File: src/hw/spp_pkg.sv
// Constants, types and timing for the setpoint profile programmer
//
// How it works
// - Segments run ramp1, dwell1, ramp2, dwell2, loop
// - Repeat count 1 to 200 or endless
// - Remaining passes count down while running
// - Ramp moves linearly up or down toward target
// - Ramp rates 0.01 to 99.99 units per minute
// - First ramp starts from measured process value
// - Dwell holds 0 to 9999 minutes, shows remaining
// - Zero dwell is skipped
// - Idle, run, hold selectable; holdback internal only
// - Idle uses normal setpoint, profile not executed
// - Run from idle starts at ramp1; ends idle
// - Idle while running abandons and resets profile
// - Hold freezes setpoint; run resumes, idle resets
// - Excess deviation pauses ramp or dwell timer
// - Three command sources, last one wins
// - Panel hold from idle starts then halts
// - Rear contact starts or halts, never idles
// - Beacon off idle, on run, flashing hold
// - Running rejects profile writes, accepts holdback band
// - Hold edits of rates, targets, dwells last one pass; idle edits permanent
// - Completion returns idle with normal setpoint
// - Position saved at power loss, resumed in band
`default_nettype none
package spp_pkg;
	// Programmer states; holdback is never selectable
	typedef enum logic [1:0] {SPP_IDLE, SPP_RUN, SPP_HOLD, SPP_HOLDBACK} spp_state_e;
	// Profile segments in execution order
	typedef enum logic [1:0] {SEG_RAMP1, SEG_DWELL1, SEG_RAMP2, SEG_DWELL2} spp_seg_e;
	// State change commands
	typedef enum logic [1:0] {CMD_NONE, CMD_IDLE, CMD_RUN, CMD_HOLD} spp_cmd_e;
	// Parameter selectors for the write port
	localparam logic [2:0] PSEL_REPEAT = 3'h0;
	localparam logic [2:0] PSEL_RATE1  = 3'h1;
	localparam logic [2:0] PSEL_TGT1   = 3'h2;
	localparam logic [2:0] PSEL_DWELL1 = 3'h3;
	localparam logic [2:0] PSEL_RATE2  = 3'h4;
	localparam logic [2:0] PSEL_TGT2   = 3'h5;
	localparam logic [2:0] PSEL_DWELL2 = 3'h6;
	localparam logic [2:0] PSEL_HBAND  = 3'h7;
	// Limits; repeat count zero means endless
	localparam logic [7:0]  REPEAT_ENDLESS = 8'h00;
	localparam logic [7:0]  REPEAT_MAX     = 8'hc8;
	localparam logic [13:0] RATE_MIN       = 14'h0001;
	localparam logic [13:0] RATE_MAX       = 14'h270f;
	localparam logic [13:0] DWELL_MAX      = 14'h270f;
	// Reset values of the stored profile
	localparam logic [7:0]  RST_REPEAT = 8'h01;
	localparam logic [13:0] RST_RATE   = 14'h0064;
	localparam logic [15:0] RST_TGT    = 16'h0000;
	localparam logic [13:0] RST_DWELL  = 14'h0000;
	localparam logic [15:0] RST_HBAND  = 16'h7fff;
	// Accumulator carries two extra decimal digits below setpoint hundredths
	localparam logic signed [23:0] ACC_SCALE = 24'sh000064;
	// Tick of one hundredth of a minute
	localparam longint CLK_PERIOD_PS   = 5000;
	localparam longint TICK_TIME_MS    = 600;
	localparam int     TICK_CYCLES     = int'((TICK_TIME_MS * 1000000000) / CLK_PERIOD_PS);
	localparam logic [6:0] TICKS_PER_MIN = 7'h64;
	// Beacon flash half period
	localparam longint FLASH_TIME_MS   = 250;
	localparam int     FLASH_CYCLES    = int'((FLASH_TIME_MS * 1000000000) / CLK_PERIOD_PS);
endpackage
`default_nettype wire

File: src/hw/spp_programmer.sv
// Setpoint profile programmer: sequencer, command arbiter and parameter store
`timescale 1ns/1ps
`default_nettype none
module spp_programmer #(
	parameter int TICK_CYCLES  = spp_pkg::TICK_CYCLES,
	parameter int FLASH_CYCLES = spp_pkg::FLASH_CYCLES
) (
	input  wire logic                    mclk,
	input  wire logic                    srst,
	input  wire logic signed [15:0]      process_value,
	input  wire logic signed [15:0]      normal_control_setpoint,
	input  wire logic                    comms_cmd_valid,
	input  wire spp_pkg::spp_cmd_e       comms_cmd,
	input  wire logic                    panel_cmd_valid,
	input  wire spp_pkg::spp_cmd_e       panel_cmd,
	input  wire logic                    rear_contact_closed,
	input  wire logic                    param_wr,
	input  wire logic [2:0]              param_sel,
	input  wire logic [15:0]             param_wdata,
	input  wire logic                    power_fail,
	input  wire logic                    resume_req,
	input  wire spp_pkg::spp_seg_e       resume_seg,
	input  wire logic signed [15:0]      resume_setpoint,
	input  wire logic [7:0]              resume_repeat,
	input  wire logic [13:0]             resume_dwell,
	output logic signed [15:0]           active_setpoint,
	output spp_pkg::spp_state_e          prog_state,
	output spp_pkg::spp_seg_e            prog_segment,
	output logic [7:0]                   repeat_count,
	output logic [13:0]                  first_dwell_time,
	output logic [13:0]                  second_dwell_time,
	output logic                         beacon,
	output logic                         param_refused,
	output logic                         nv_save
);
	// Whole block state
	typedef struct packed {
		spp_pkg::spp_state_e state;  // Programmer state
		spp_pkg::spp_seg_e   seg;    // Current segment
		logic signed [23:0]  acc;    // Fine setpoint accumulator
		logic signed [15:0]  sp;     // Setpoint handed to control
		logic                up;     // Ramp direction
		logic [7:0]          rep;    // Passes remaining
		logic [13:0]         dleft;  // Dwell minutes remaining
		logic [6:0]          sub;    // Ticks within the current minute
		logic [26:0]         tcnt;   // Tick divider
		logic [25:0]         fcnt;   // Flash divider
		logic                flash;  // Flash phase
		logic                beacon; // Beacon drive
		logic                refused;// Write refused last cycle
		logic                nv;     // Save strobe
		logic [13:0]         d1_show;// First dwell as shown
		logic [13:0]         d2_show;// Second dwell as shown
		logic                rear_q; // Rear contact last cycle
		logic [7:0]          p_rep;  // Permanent profile
		logic [13:0]         p_r1, p_r2, p_d1, p_d2;
		logic signed [15:0]  p_l1, p_l2;
		logic [15:0]         hband;  // Holdback band
		logic [7:0]          w_rep;  // Working copy for this pass
		logic [13:0]         w_r1, w_r2, w_d1, w_d2;
		logic signed [15:0]  w_l1, w_l2;
	} spp_st_s;

	spp_st_s st_reg;
	spp_st_s st_next;

	// Display value to accumulator scale
	function automatic logic signed [23:0] to_acc(input logic signed [15:0] v);
		to_acc = 24'(v) * spp_pkg::ACC_SCALE;
	endfunction

	// Accumulator back to display hundredths
	function automatic logic signed [15:0] from_acc(input logic signed [23:0] a);
		from_acc = 16'(a / spp_pkg::ACC_SCALE);
	endfunction

	// Magnitude of setpoint to process deviation
	function automatic logic [16:0] abs_dev(input logic signed [15:0] a, input logic signed [15:0] b);
		logic signed [16:0] d;
		d = 17'(a) - 17'(b);
		abs_dev = d[16] ? 17'(-d) : 17'(d);
	endfunction

	logic              tick;      // One hundredth of a minute elapsed
	logic              rear_rise; // Rear contact just closed
	logic              rear_fall; // Rear contact just opened
	spp_pkg::spp_cmd_e cmd;       // Winning command this cycle
	logic              cmd_rear;  // Winning command came from the rear contact
	logic [16:0]       dev;       // Current deviation
	logic              go_r2;     // Enter second ramp
	logic              go_end;    // Pass finished
	logic signed [23:0] tgt;      // Target of the active ramp
	logic signed [23:0] step;     // Ramp increment per tick

	// Next state of the whole block
	always_comb begin
		st_next   = st_reg;
		go_r2     = 1'b0;
		go_end    = 1'b0;
		tick      = (st_reg.tcnt == 27'(TICK_CYCLES - 1));
		rear_rise = rear_contact_closed & ~st_reg.rear_q;
		rear_fall = ~rear_contact_closed & st_reg.rear_q;
		dev       = abs_dev(st_reg.sp, process_value);
		tgt       = (st_reg.seg == spp_pkg::SEG_RAMP1) ? to_acc(st_reg.w_l1) : to_acc(st_reg.w_l2);
		step      = (st_reg.seg == spp_pkg::SEG_RAMP1) ? 24'({10'h000, st_reg.w_r1}) : 24'({10'h000, st_reg.w_r2});
		st_next.rear_q  = rear_contact_closed;
		st_next.refused = 1'b0;
		st_next.nv      = power_fail;
		// Free running tick divider
		st_next.tcnt = tick ? 27'h0000000 : 27'(st_reg.tcnt + 27'h0000001);
		// Flash phase divider
		if (st_reg.fcnt == 26'(FLASH_CYCLES - 1)) begin
			st_next.fcnt  = 26'h0000000;
			st_next.flash = ~st_reg.flash;
		end else begin
			st_next.fcnt = 26'(st_reg.fcnt + 26'h0000001);
		end
		// Equal priority sources, later in the chain wins the same cycle
		cmd      = spp_pkg::CMD_NONE;
		cmd_rear = 1'b0;
		if (comms_cmd_valid) begin
			cmd = comms_cmd;
		end
		if (panel_cmd_valid) begin
			// Panel run with the contact open starts and halts
			if (panel_cmd == spp_pkg::CMD_RUN && !rear_contact_closed) begin
				cmd = spp_pkg::CMD_HOLD;
			end else begin
				cmd = panel_cmd;
			end
		end
		if (rear_rise) begin
			cmd      = spp_pkg::CMD_RUN;
			cmd_rear = 1'b1;
		end else if (rear_fall) begin
			cmd      = spp_pkg::CMD_HOLD;
			cmd_rear = 1'b1;
		end
		// Parameter writes by state
		if (param_wr) begin
			if (param_sel == spp_pkg::PSEL_HBAND) begin
				st_next.hband = param_wdata;
			end else if (st_reg.state == spp_pkg::SPP_RUN || st_reg.state == spp_pkg::SPP_HOLDBACK) begin
				st_next.refused = 1'b1;
			end else begin
				case (param_sel)
					spp_pkg::PSEL_REPEAT: begin
						if (param_wdata > 16'(spp_pkg::REPEAT_MAX)) begin
							st_next.refused = 1'b1;
						end else begin
							st_next.w_rep = param_wdata[7:0];
							st_next.rep   = param_wdata[7:0];
						end
					end
					spp_pkg::PSEL_RATE1, spp_pkg::PSEL_RATE2: begin
						if (param_wdata < 16'(spp_pkg::RATE_MIN) || param_wdata > 16'(spp_pkg::RATE_MAX)) begin
							st_next.refused = 1'b1;
						end else if (param_sel == spp_pkg::PSEL_RATE1) begin
							st_next.w_r1 = param_wdata[13:0];
						end else begin
							st_next.w_r2 = param_wdata[13:0];
						end
					end
					spp_pkg::PSEL_DWELL1, spp_pkg::PSEL_DWELL2: begin
						if (param_wdata > 16'(spp_pkg::DWELL_MAX)) begin
							st_next.refused = 1'b1;
						end else if (param_sel == spp_pkg::PSEL_DWELL1) begin
							st_next.w_d1 = param_wdata[13:0];
						end else begin
							st_next.w_d2 = param_wdata[13:0];
						end
					end
					spp_pkg::PSEL_TGT1: begin
						st_next.w_l1 = param_wdata;
					end
					default: begin
						st_next.w_l2 = param_wdata;
					end
				endcase
				// Idle edits are kept; hold edits stay in the working copy
				if (st_reg.state == spp_pkg::SPP_IDLE) begin
					st_next.p_rep = st_next.w_rep;
					st_next.p_r1  = st_next.w_r1;
					st_next.p_r2  = st_next.w_r2;
					st_next.p_l1  = st_next.w_l1;
					st_next.p_l2  = st_next.w_l2;
					st_next.p_d1  = st_next.w_d1;
					st_next.p_d2  = st_next.w_d2;
				end
			end
		end
		// State machine
		case (st_reg.state)
			spp_pkg::SPP_IDLE: begin
				st_next.rep = st_next.p_rep;
				if (cmd == spp_pkg::CMD_RUN || (cmd == spp_pkg::CMD_HOLD && !cmd_rear)) begin
					// Start at ramp1 from the measured value
					st_next.state = (cmd == spp_pkg::CMD_RUN) ? spp_pkg::SPP_RUN : spp_pkg::SPP_HOLD;
					st_next.seg   = spp_pkg::SEG_RAMP1;
					st_next.acc   = to_acc(process_value);
					st_next.up    = (st_next.w_l1 > process_value);
					st_next.sub   = 7'h00;
				end
			end
			spp_pkg::SPP_HOLD: begin
				// Frozen; only commands move it
				if (cmd == spp_pkg::CMD_RUN) begin
					st_next.state = spp_pkg::SPP_RUN;
				end else if (cmd == spp_pkg::CMD_IDLE) begin
					st_next.state = spp_pkg::SPP_IDLE;
				end
			end
			default: begin
				// Run and holdback
				if (cmd == spp_pkg::CMD_IDLE) begin
					st_next.state = spp_pkg::SPP_IDLE;
				end else if (cmd == spp_pkg::CMD_HOLD) begin
					st_next.state = spp_pkg::SPP_HOLD;
				end else if (st_reg.state == spp_pkg::SPP_HOLDBACK) begin
					if (dev < 17'(st_reg.hband)) begin
						st_next.state = spp_pkg::SPP_RUN;
					end
				end else if (dev > 17'(st_reg.hband)) begin
					st_next.state = spp_pkg::SPP_HOLDBACK;
				end else if (tick) begin
					case (st_reg.seg)
						spp_pkg::SEG_RAMP1, spp_pkg::SEG_RAMP2: begin
							// Linear step, clamped at the target
							if (st_reg.up ? (st_reg.acc + step >= tgt) : (st_reg.acc - step <= tgt)) begin
								st_next.acc = tgt;
								if (st_reg.seg == spp_pkg::SEG_RAMP1) begin
									if (st_reg.w_d1 != 14'h0000) begin
										st_next.seg   = spp_pkg::SEG_DWELL1;
										st_next.dleft = st_reg.w_d1;
										st_next.sub   = 7'h00;
									end else begin
										go_r2 = 1'b1;
									end
								end else if (st_reg.w_d2 != 14'h0000) begin
									st_next.seg   = spp_pkg::SEG_DWELL2;
									st_next.dleft = st_reg.w_d2;
									st_next.sub   = 7'h00;
								end else begin
									go_end = 1'b1;
								end
							end else begin
								st_next.acc = st_reg.up ? st_reg.acc + step : st_reg.acc - step;
							end
						end
						default: begin
							// Dwell timer counts whole minutes
							if (st_reg.sub == spp_pkg::TICKS_PER_MIN - 7'h01) begin
								st_next.sub   = 7'h00;
								st_next.dleft = st_reg.dleft - 14'h0001;
								if (st_reg.dleft == 14'h0001) begin
									go_r2  = (st_reg.seg == spp_pkg::SEG_DWELL1);
									go_end = (st_reg.seg == spp_pkg::SEG_DWELL2);
								end
							end else begin
								st_next.sub = st_reg.sub + 7'h01;
							end
						end
					endcase
				end
			end
		endcase
		// Second ramp starts from the reached first target
		if (go_r2) begin
			st_next.seg = spp_pkg::SEG_RAMP2;
			st_next.up  = (to_acc(st_reg.w_l2) > st_next.acc);
		end
		// End of pass: loop back or finish
		if (go_end) begin
			if (st_reg.rep == spp_pkg::REPEAT_ENDLESS || st_reg.rep > 8'h01) begin
				st_next.seg = spp_pkg::SEG_RAMP1;
				st_next.acc = to_acc(process_value);
				st_next.up  = (st_reg.p_l1 > process_value);
				if (st_reg.rep != spp_pkg::REPEAT_ENDLESS) begin
					st_next.rep = st_reg.rep - 8'h01;
				end
			end else begin
				st_next.state = spp_pkg::SPP_IDLE;
			end
			// Hold edits to rates, targets and dwells expire with the pass
			st_next.w_r1 = st_reg.p_r1;
			st_next.w_r2 = st_reg.p_r2;
			st_next.w_l1 = st_reg.p_l1;
			st_next.w_l2 = st_reg.p_l2;
			st_next.w_d1 = st_reg.p_d1;
			st_next.w_d2 = st_reg.p_d2;
		end
		// Leaving to idle drops any temporary edits
		if (st_next.state == spp_pkg::SPP_IDLE && st_reg.state != spp_pkg::SPP_IDLE) begin
			st_next.seg   = spp_pkg::SEG_RAMP1;
			st_next.w_rep = st_reg.p_rep;
			st_next.w_r1  = st_reg.p_r1;
			st_next.w_r2  = st_reg.p_r2;
			st_next.w_l1  = st_reg.p_l1;
			st_next.w_l2  = st_reg.p_l2;
			st_next.w_d1  = st_reg.p_d1;
			st_next.w_d2  = st_reg.p_d2;
			st_next.dleft = 14'h0000;
		end
		// Recovery after power return waits in holdback
		if (resume_req) begin
			st_next.state = spp_pkg::SPP_HOLDBACK;
			st_next.seg   = resume_seg;
			st_next.acc   = to_acc(resume_setpoint);
			st_next.rep   = resume_repeat;
			st_next.dleft = resume_dwell;
			st_next.sub   = 7'h00;
			st_next.up    = (resume_seg == spp_pkg::SEG_RAMP2) ? (st_reg.w_l2 > resume_setpoint) :
				(st_reg.w_l1 > resume_setpoint);
		end
		// Setpoint handed to the control loop
		st_next.sp = (st_next.state == spp_pkg::SPP_IDLE) ? normal_control_setpoint : from_acc(st_next.acc);
		// Beacon: dark, steady, or flashing
		case (st_next.state)
			spp_pkg::SPP_IDLE: st_next.beacon = 1'b0;
			spp_pkg::SPP_RUN:  st_next.beacon = 1'b1;
			default:           st_next.beacon = st_next.flash;
		endcase
		// Dwell parameters show the minutes left while their own dwell runs
		st_next.d1_show = (st_next.state != spp_pkg::SPP_IDLE && st_next.seg == spp_pkg::SEG_DWELL1) ?
			st_next.dleft : st_next.w_d1;
		st_next.d2_show = (st_next.state != spp_pkg::SPP_IDLE && st_next.seg == spp_pkg::SEG_DWELL2) ?
			st_next.dleft : st_next.w_d2;
	end

	// State register
	always_ff @(posedge mclk) begin
		if (srst) begin
			st_reg        <= '0;
			st_reg.state  <= spp_pkg::SPP_IDLE;
			st_reg.rear_q <= 1'b1;
			st_reg.p_rep  <= spp_pkg::RST_REPEAT;
			st_reg.w_rep  <= spp_pkg::RST_REPEAT;
			st_reg.rep    <= spp_pkg::RST_REPEAT;
			st_reg.p_r1   <= spp_pkg::RST_RATE;
			st_reg.p_r2   <= spp_pkg::RST_RATE;
			st_reg.w_r1   <= spp_pkg::RST_RATE;
			st_reg.w_r2   <= spp_pkg::RST_RATE;
			st_reg.p_l1   <= spp_pkg::RST_TGT;
			st_reg.p_l2   <= spp_pkg::RST_TGT;
			st_reg.w_l1   <= spp_pkg::RST_TGT;
			st_reg.w_l2   <= spp_pkg::RST_TGT;
			st_reg.p_d1   <= spp_pkg::RST_DWELL;
			st_reg.p_d2   <= spp_pkg::RST_DWELL;
			st_reg.w_d1   <= spp_pkg::RST_DWELL;
			st_reg.w_d2   <= spp_pkg::RST_DWELL;
			st_reg.hband  <= spp_pkg::RST_HBAND;
		end else begin
			st_reg <= st_next;
		end
	end

	// Outputs straight from the state flops
	assign active_setpoint   = st_reg.sp;
	assign prog_state        = st_reg.state;
	assign prog_segment      = st_reg.seg;
	assign repeat_count      = st_reg.rep;
	assign first_dwell_time  = st_reg.d1_show;
	assign second_dwell_time = st_reg.d2_show;
	assign beacon            = st_reg.beacon;
	assign param_refused     = st_reg.refused;
	assign nv_save           = st_reg.nv;
endmodule
`default_nettype wire

File: config.mk
export PLATFORM = sky130hd
export DESIGN_NAME = spp_programmer
export DESIGN_NICKNAME = d
export VERILOG_FILES = /design/src/hw/spp_pkg.sv /design/src/hw/spp_programmer.sv
export SDC_FILE = /design/constraint.sdc
export NUM_CORES = 2
export LEC_CHECK = 0
export BUFFER_PORTS_ARGS = -buffer_cell sky130_fd_sc_hd__buf_2
export CORE_MARGIN = 5
export CORE_UTILIZATION = 60
export DETAILED_ROUTE_END_ITERATION = 10
export PLACE_DENSITY = 0.78
export SETUP_SLACK_MARGIN = 0.5
export SLEW_MARGIN = 40
export SYNTH_ARGS = -nofsm -noshare
export SYNTH_HDL_FRONTEND = slang
export SYNTH_SLANG_ARGS = --single-unit
File: constraint.sdc
create_clock -name mclk -period 35.2 [get_ports mclk]
set_clock_uncertainty 0.2 [all_clocks]
set_input_delay 1.76 -clock mclk [delete_from_list [all_inputs] [get_ports mclk]]
set_output_delay 1.76 -clock mclk [all_outputs]
set_load 0.02 [all_outputs]
==> metrics.txt <==
ANT nets after route 0; root buf cell clkbuf_16; Synth cell types about 140; final cell count without fillers about 5,600; status completed; DR vias roughly 36,000; Initial Util between 60% and 70%; synth warn 0; FP Rows 91; combined area of the multi-input logic cells between 20,000 and 30,000 um^2; Die H 260 um; Worst setup SP type flop; worst reg-to-reg path cell count 70; # fillers approximately 5,500; final estimated routing congestion in global placement slightly above 1; post-cts sizing count 0; syn nets ~5,300; Die ar. between 60,000 and 70,000 um^2; Final #Nets between 5,000 and 6,000; Area Growth Syn to Fin 6.14%; CP Data Arrival Time ~22,000 ps; total wire length ~120,000 um; Die W roughly 260 um; Post-Syn Area per Cell between 7 and 8 um^2; total grt overflow 0; Final Util between 60% and 70%; fin crit period about 22,000 ps; worst min path class flop to flop; most frequent cells in the layout nor2_1 (523), nand2_1 (450), ha_1 (401); initial antenna violation count 5; pin count of the biggest net entering global routing 117; Top Ports 162; Synth Cell Area roughly 37,000 um^2; First DRT Iteration DRCs roughly 3,900; Setup CP Type flop to flop; Pre-Repair DR Iteration Count 6; Worst Path Required approximately 35,000 ps; WHS Endpoint st_reg[267]; Post-synth top flop dfxtp_1; TritonCTS clock tree done; worst-skew pair later-pin latency roughly 600 ps; Syn Inst Count between 4,000 and 5,000; Reg area 7370 um^2; Async SR Flop Fraction 0%; number of H-tree levels 2; slew margin rel. a little over a third; GRT Resource Usage Total between 30% and 40%; Hold Fails Final Rpt 0; clk sinks 368; drc violations 0; post-route setup TNS 0 ps; Clk pin slew, worst setup/hold paths 70 ps; critical path capture point type flop; Worst Setup SP prog_segment[0]; layout cell share with drive strength beyond 1 about a tenth; wire per inst between 20 and 25 um; vias in the first global route about 33,000; number of port buffers roughly 160; Cells after DPL ~5,500; max cap viols 0; RSZ-0062 raised after global routing false; first-pass GRT wire length 189,000 um; max reg flops around 310; Vias per Instance ~6.5; Yosys reg bits about 370; DP Wirelength roughly 93,000 um; Slew @ Worst Pin 932 ps; commonest non-fill, non-tap cell in the layout nor2_1; core area ~62,000 um^2; CP Max Fanout 49; TritonCTS buffer count 43; # hold bufs at CTS 0; hold path cells 1; Worst R2R End active_setpoint[14]; EDFF count, synth 0; Worst Hold Margin between 200 and 300 ps; internal reg-to-reg setup slack 13,190 ps; FF-to-FF Start prog_segment[0]; Final setup viols 0; CP max stage delay 740 ps; post-CTS setup repair buffer count 0; Final Max Tran Viols 0; Hold Crit Start st_reg[267]; max frequency between 0.04 and 0.05 GHz; Seq/Total Area, Yosys about 20%; final period utilization a little over three fifths; clock buffer depth 3; slowest CP cell o21ai_0
==> routing by layer <==
| metal | GRT usage, % | share of wire [%] | up-vias |
|---|---|---|---|
| met5 | 0 | 0.015 | - |
| met4 | 14.6 | 5.0 | 4 |
| met3 | 7.45 | 11 | 371 |
| met2 | 53.2 | 42 | 1921 |
| met1 | 47.5 | 41 | 16991 |
| li1 | - | - | 17025 |
==> layout make-up <==
type                       count  area share, %
antenna                        3         0.0189
multi-input combinational   3813           69.5
timing repair buffer         202           2.88
tap                          837           2.64
clock buffer                  49           2.87
inverter                     290           2.74
clock inverter                29          0.800
sequential                   368           18.5
==> worst max-delay path: cells and delay by family, from the launching register on <==
kind	cells	cell delay (ps)
AOI/OAI and AO/OA	36	10440
and+or+nand+nor	20	5280
xor gates and xnor gates	7	2660
adders and majority gates	4	1120
buffers and inverters	2	880
DFF	1	680
muxes	1	520
==> through the flow <==
| stage | area (um^2) | worst slack [ps] |
|---|---|---|
| 2_1_floorplan | 37400 | 16830 |
| 3_3_place_gp | 38200 | 13810 |
| 3_5_place_dp | 38300 | 13840 |
| 4_1_cts | 39700 | 13750 |
| 5_1_grt | 39700 | 11920 |
| 6_report | 39700 | 13190 |
==> cell families after synthesis <==
| logic type | after synthesis | share of synthesized area [%] |
|---|---|---|
| flops | 368 | 19.7 |
| xor+xnor | 256 | 6.01 |
| simple gates | 1614 | 20.6 |
| mux | 264 | 7.23 |
| fa+ha+maj | 465 | 16.7 |
| compound gates | 1214 | 23.0 |
| buf+inv | 595 | 6.83 |
==> cell usage after synthesis, types with 63 or more instances <==
cell type | number | area [um^2]
nor2_1 | 530 | 1990
mux2i_1 | 222 | 2220
nand3_1 | 107 | 536
a21oi_1 | 281 | 1410
ha_1 | 401 | 5020
dfxtp_1 | 368 | 7370
nor3_1 | 90 | 450
nand2_1 | 450 | 1690
nor2b_1 | 78 | 488
clkbuf_1 | 185 | 694
buf_4 | 63 | 473
a21o_1 | 70 | 526
o21ai_0 | 181 | 906
xnor2_1 | 156 | 1370
a211oi_1 | 162 | 1220
inv_1 | 286 | 1070
xor2_1 | 99 | 867
==> worst max-delay path by stage <==
stage / to / cells past startpoint / slack [ps]
after global placement: active_setpoint[14] / 67 / 13810
after global routing: active_setpoint[10] / 73 / 11920
after CTS: active_setpoint[14] / 71 / 13750
final: active_setpoint[14] / 70 / 13190
after floorplan: active_setpoint[14] / 83 / 16830
after detailed placement: active_setpoint[14] / 71 / 13840
Power is not shown: default switching activity piles up to over one toggle a cycle in this logic, so the estimate is an artifact.
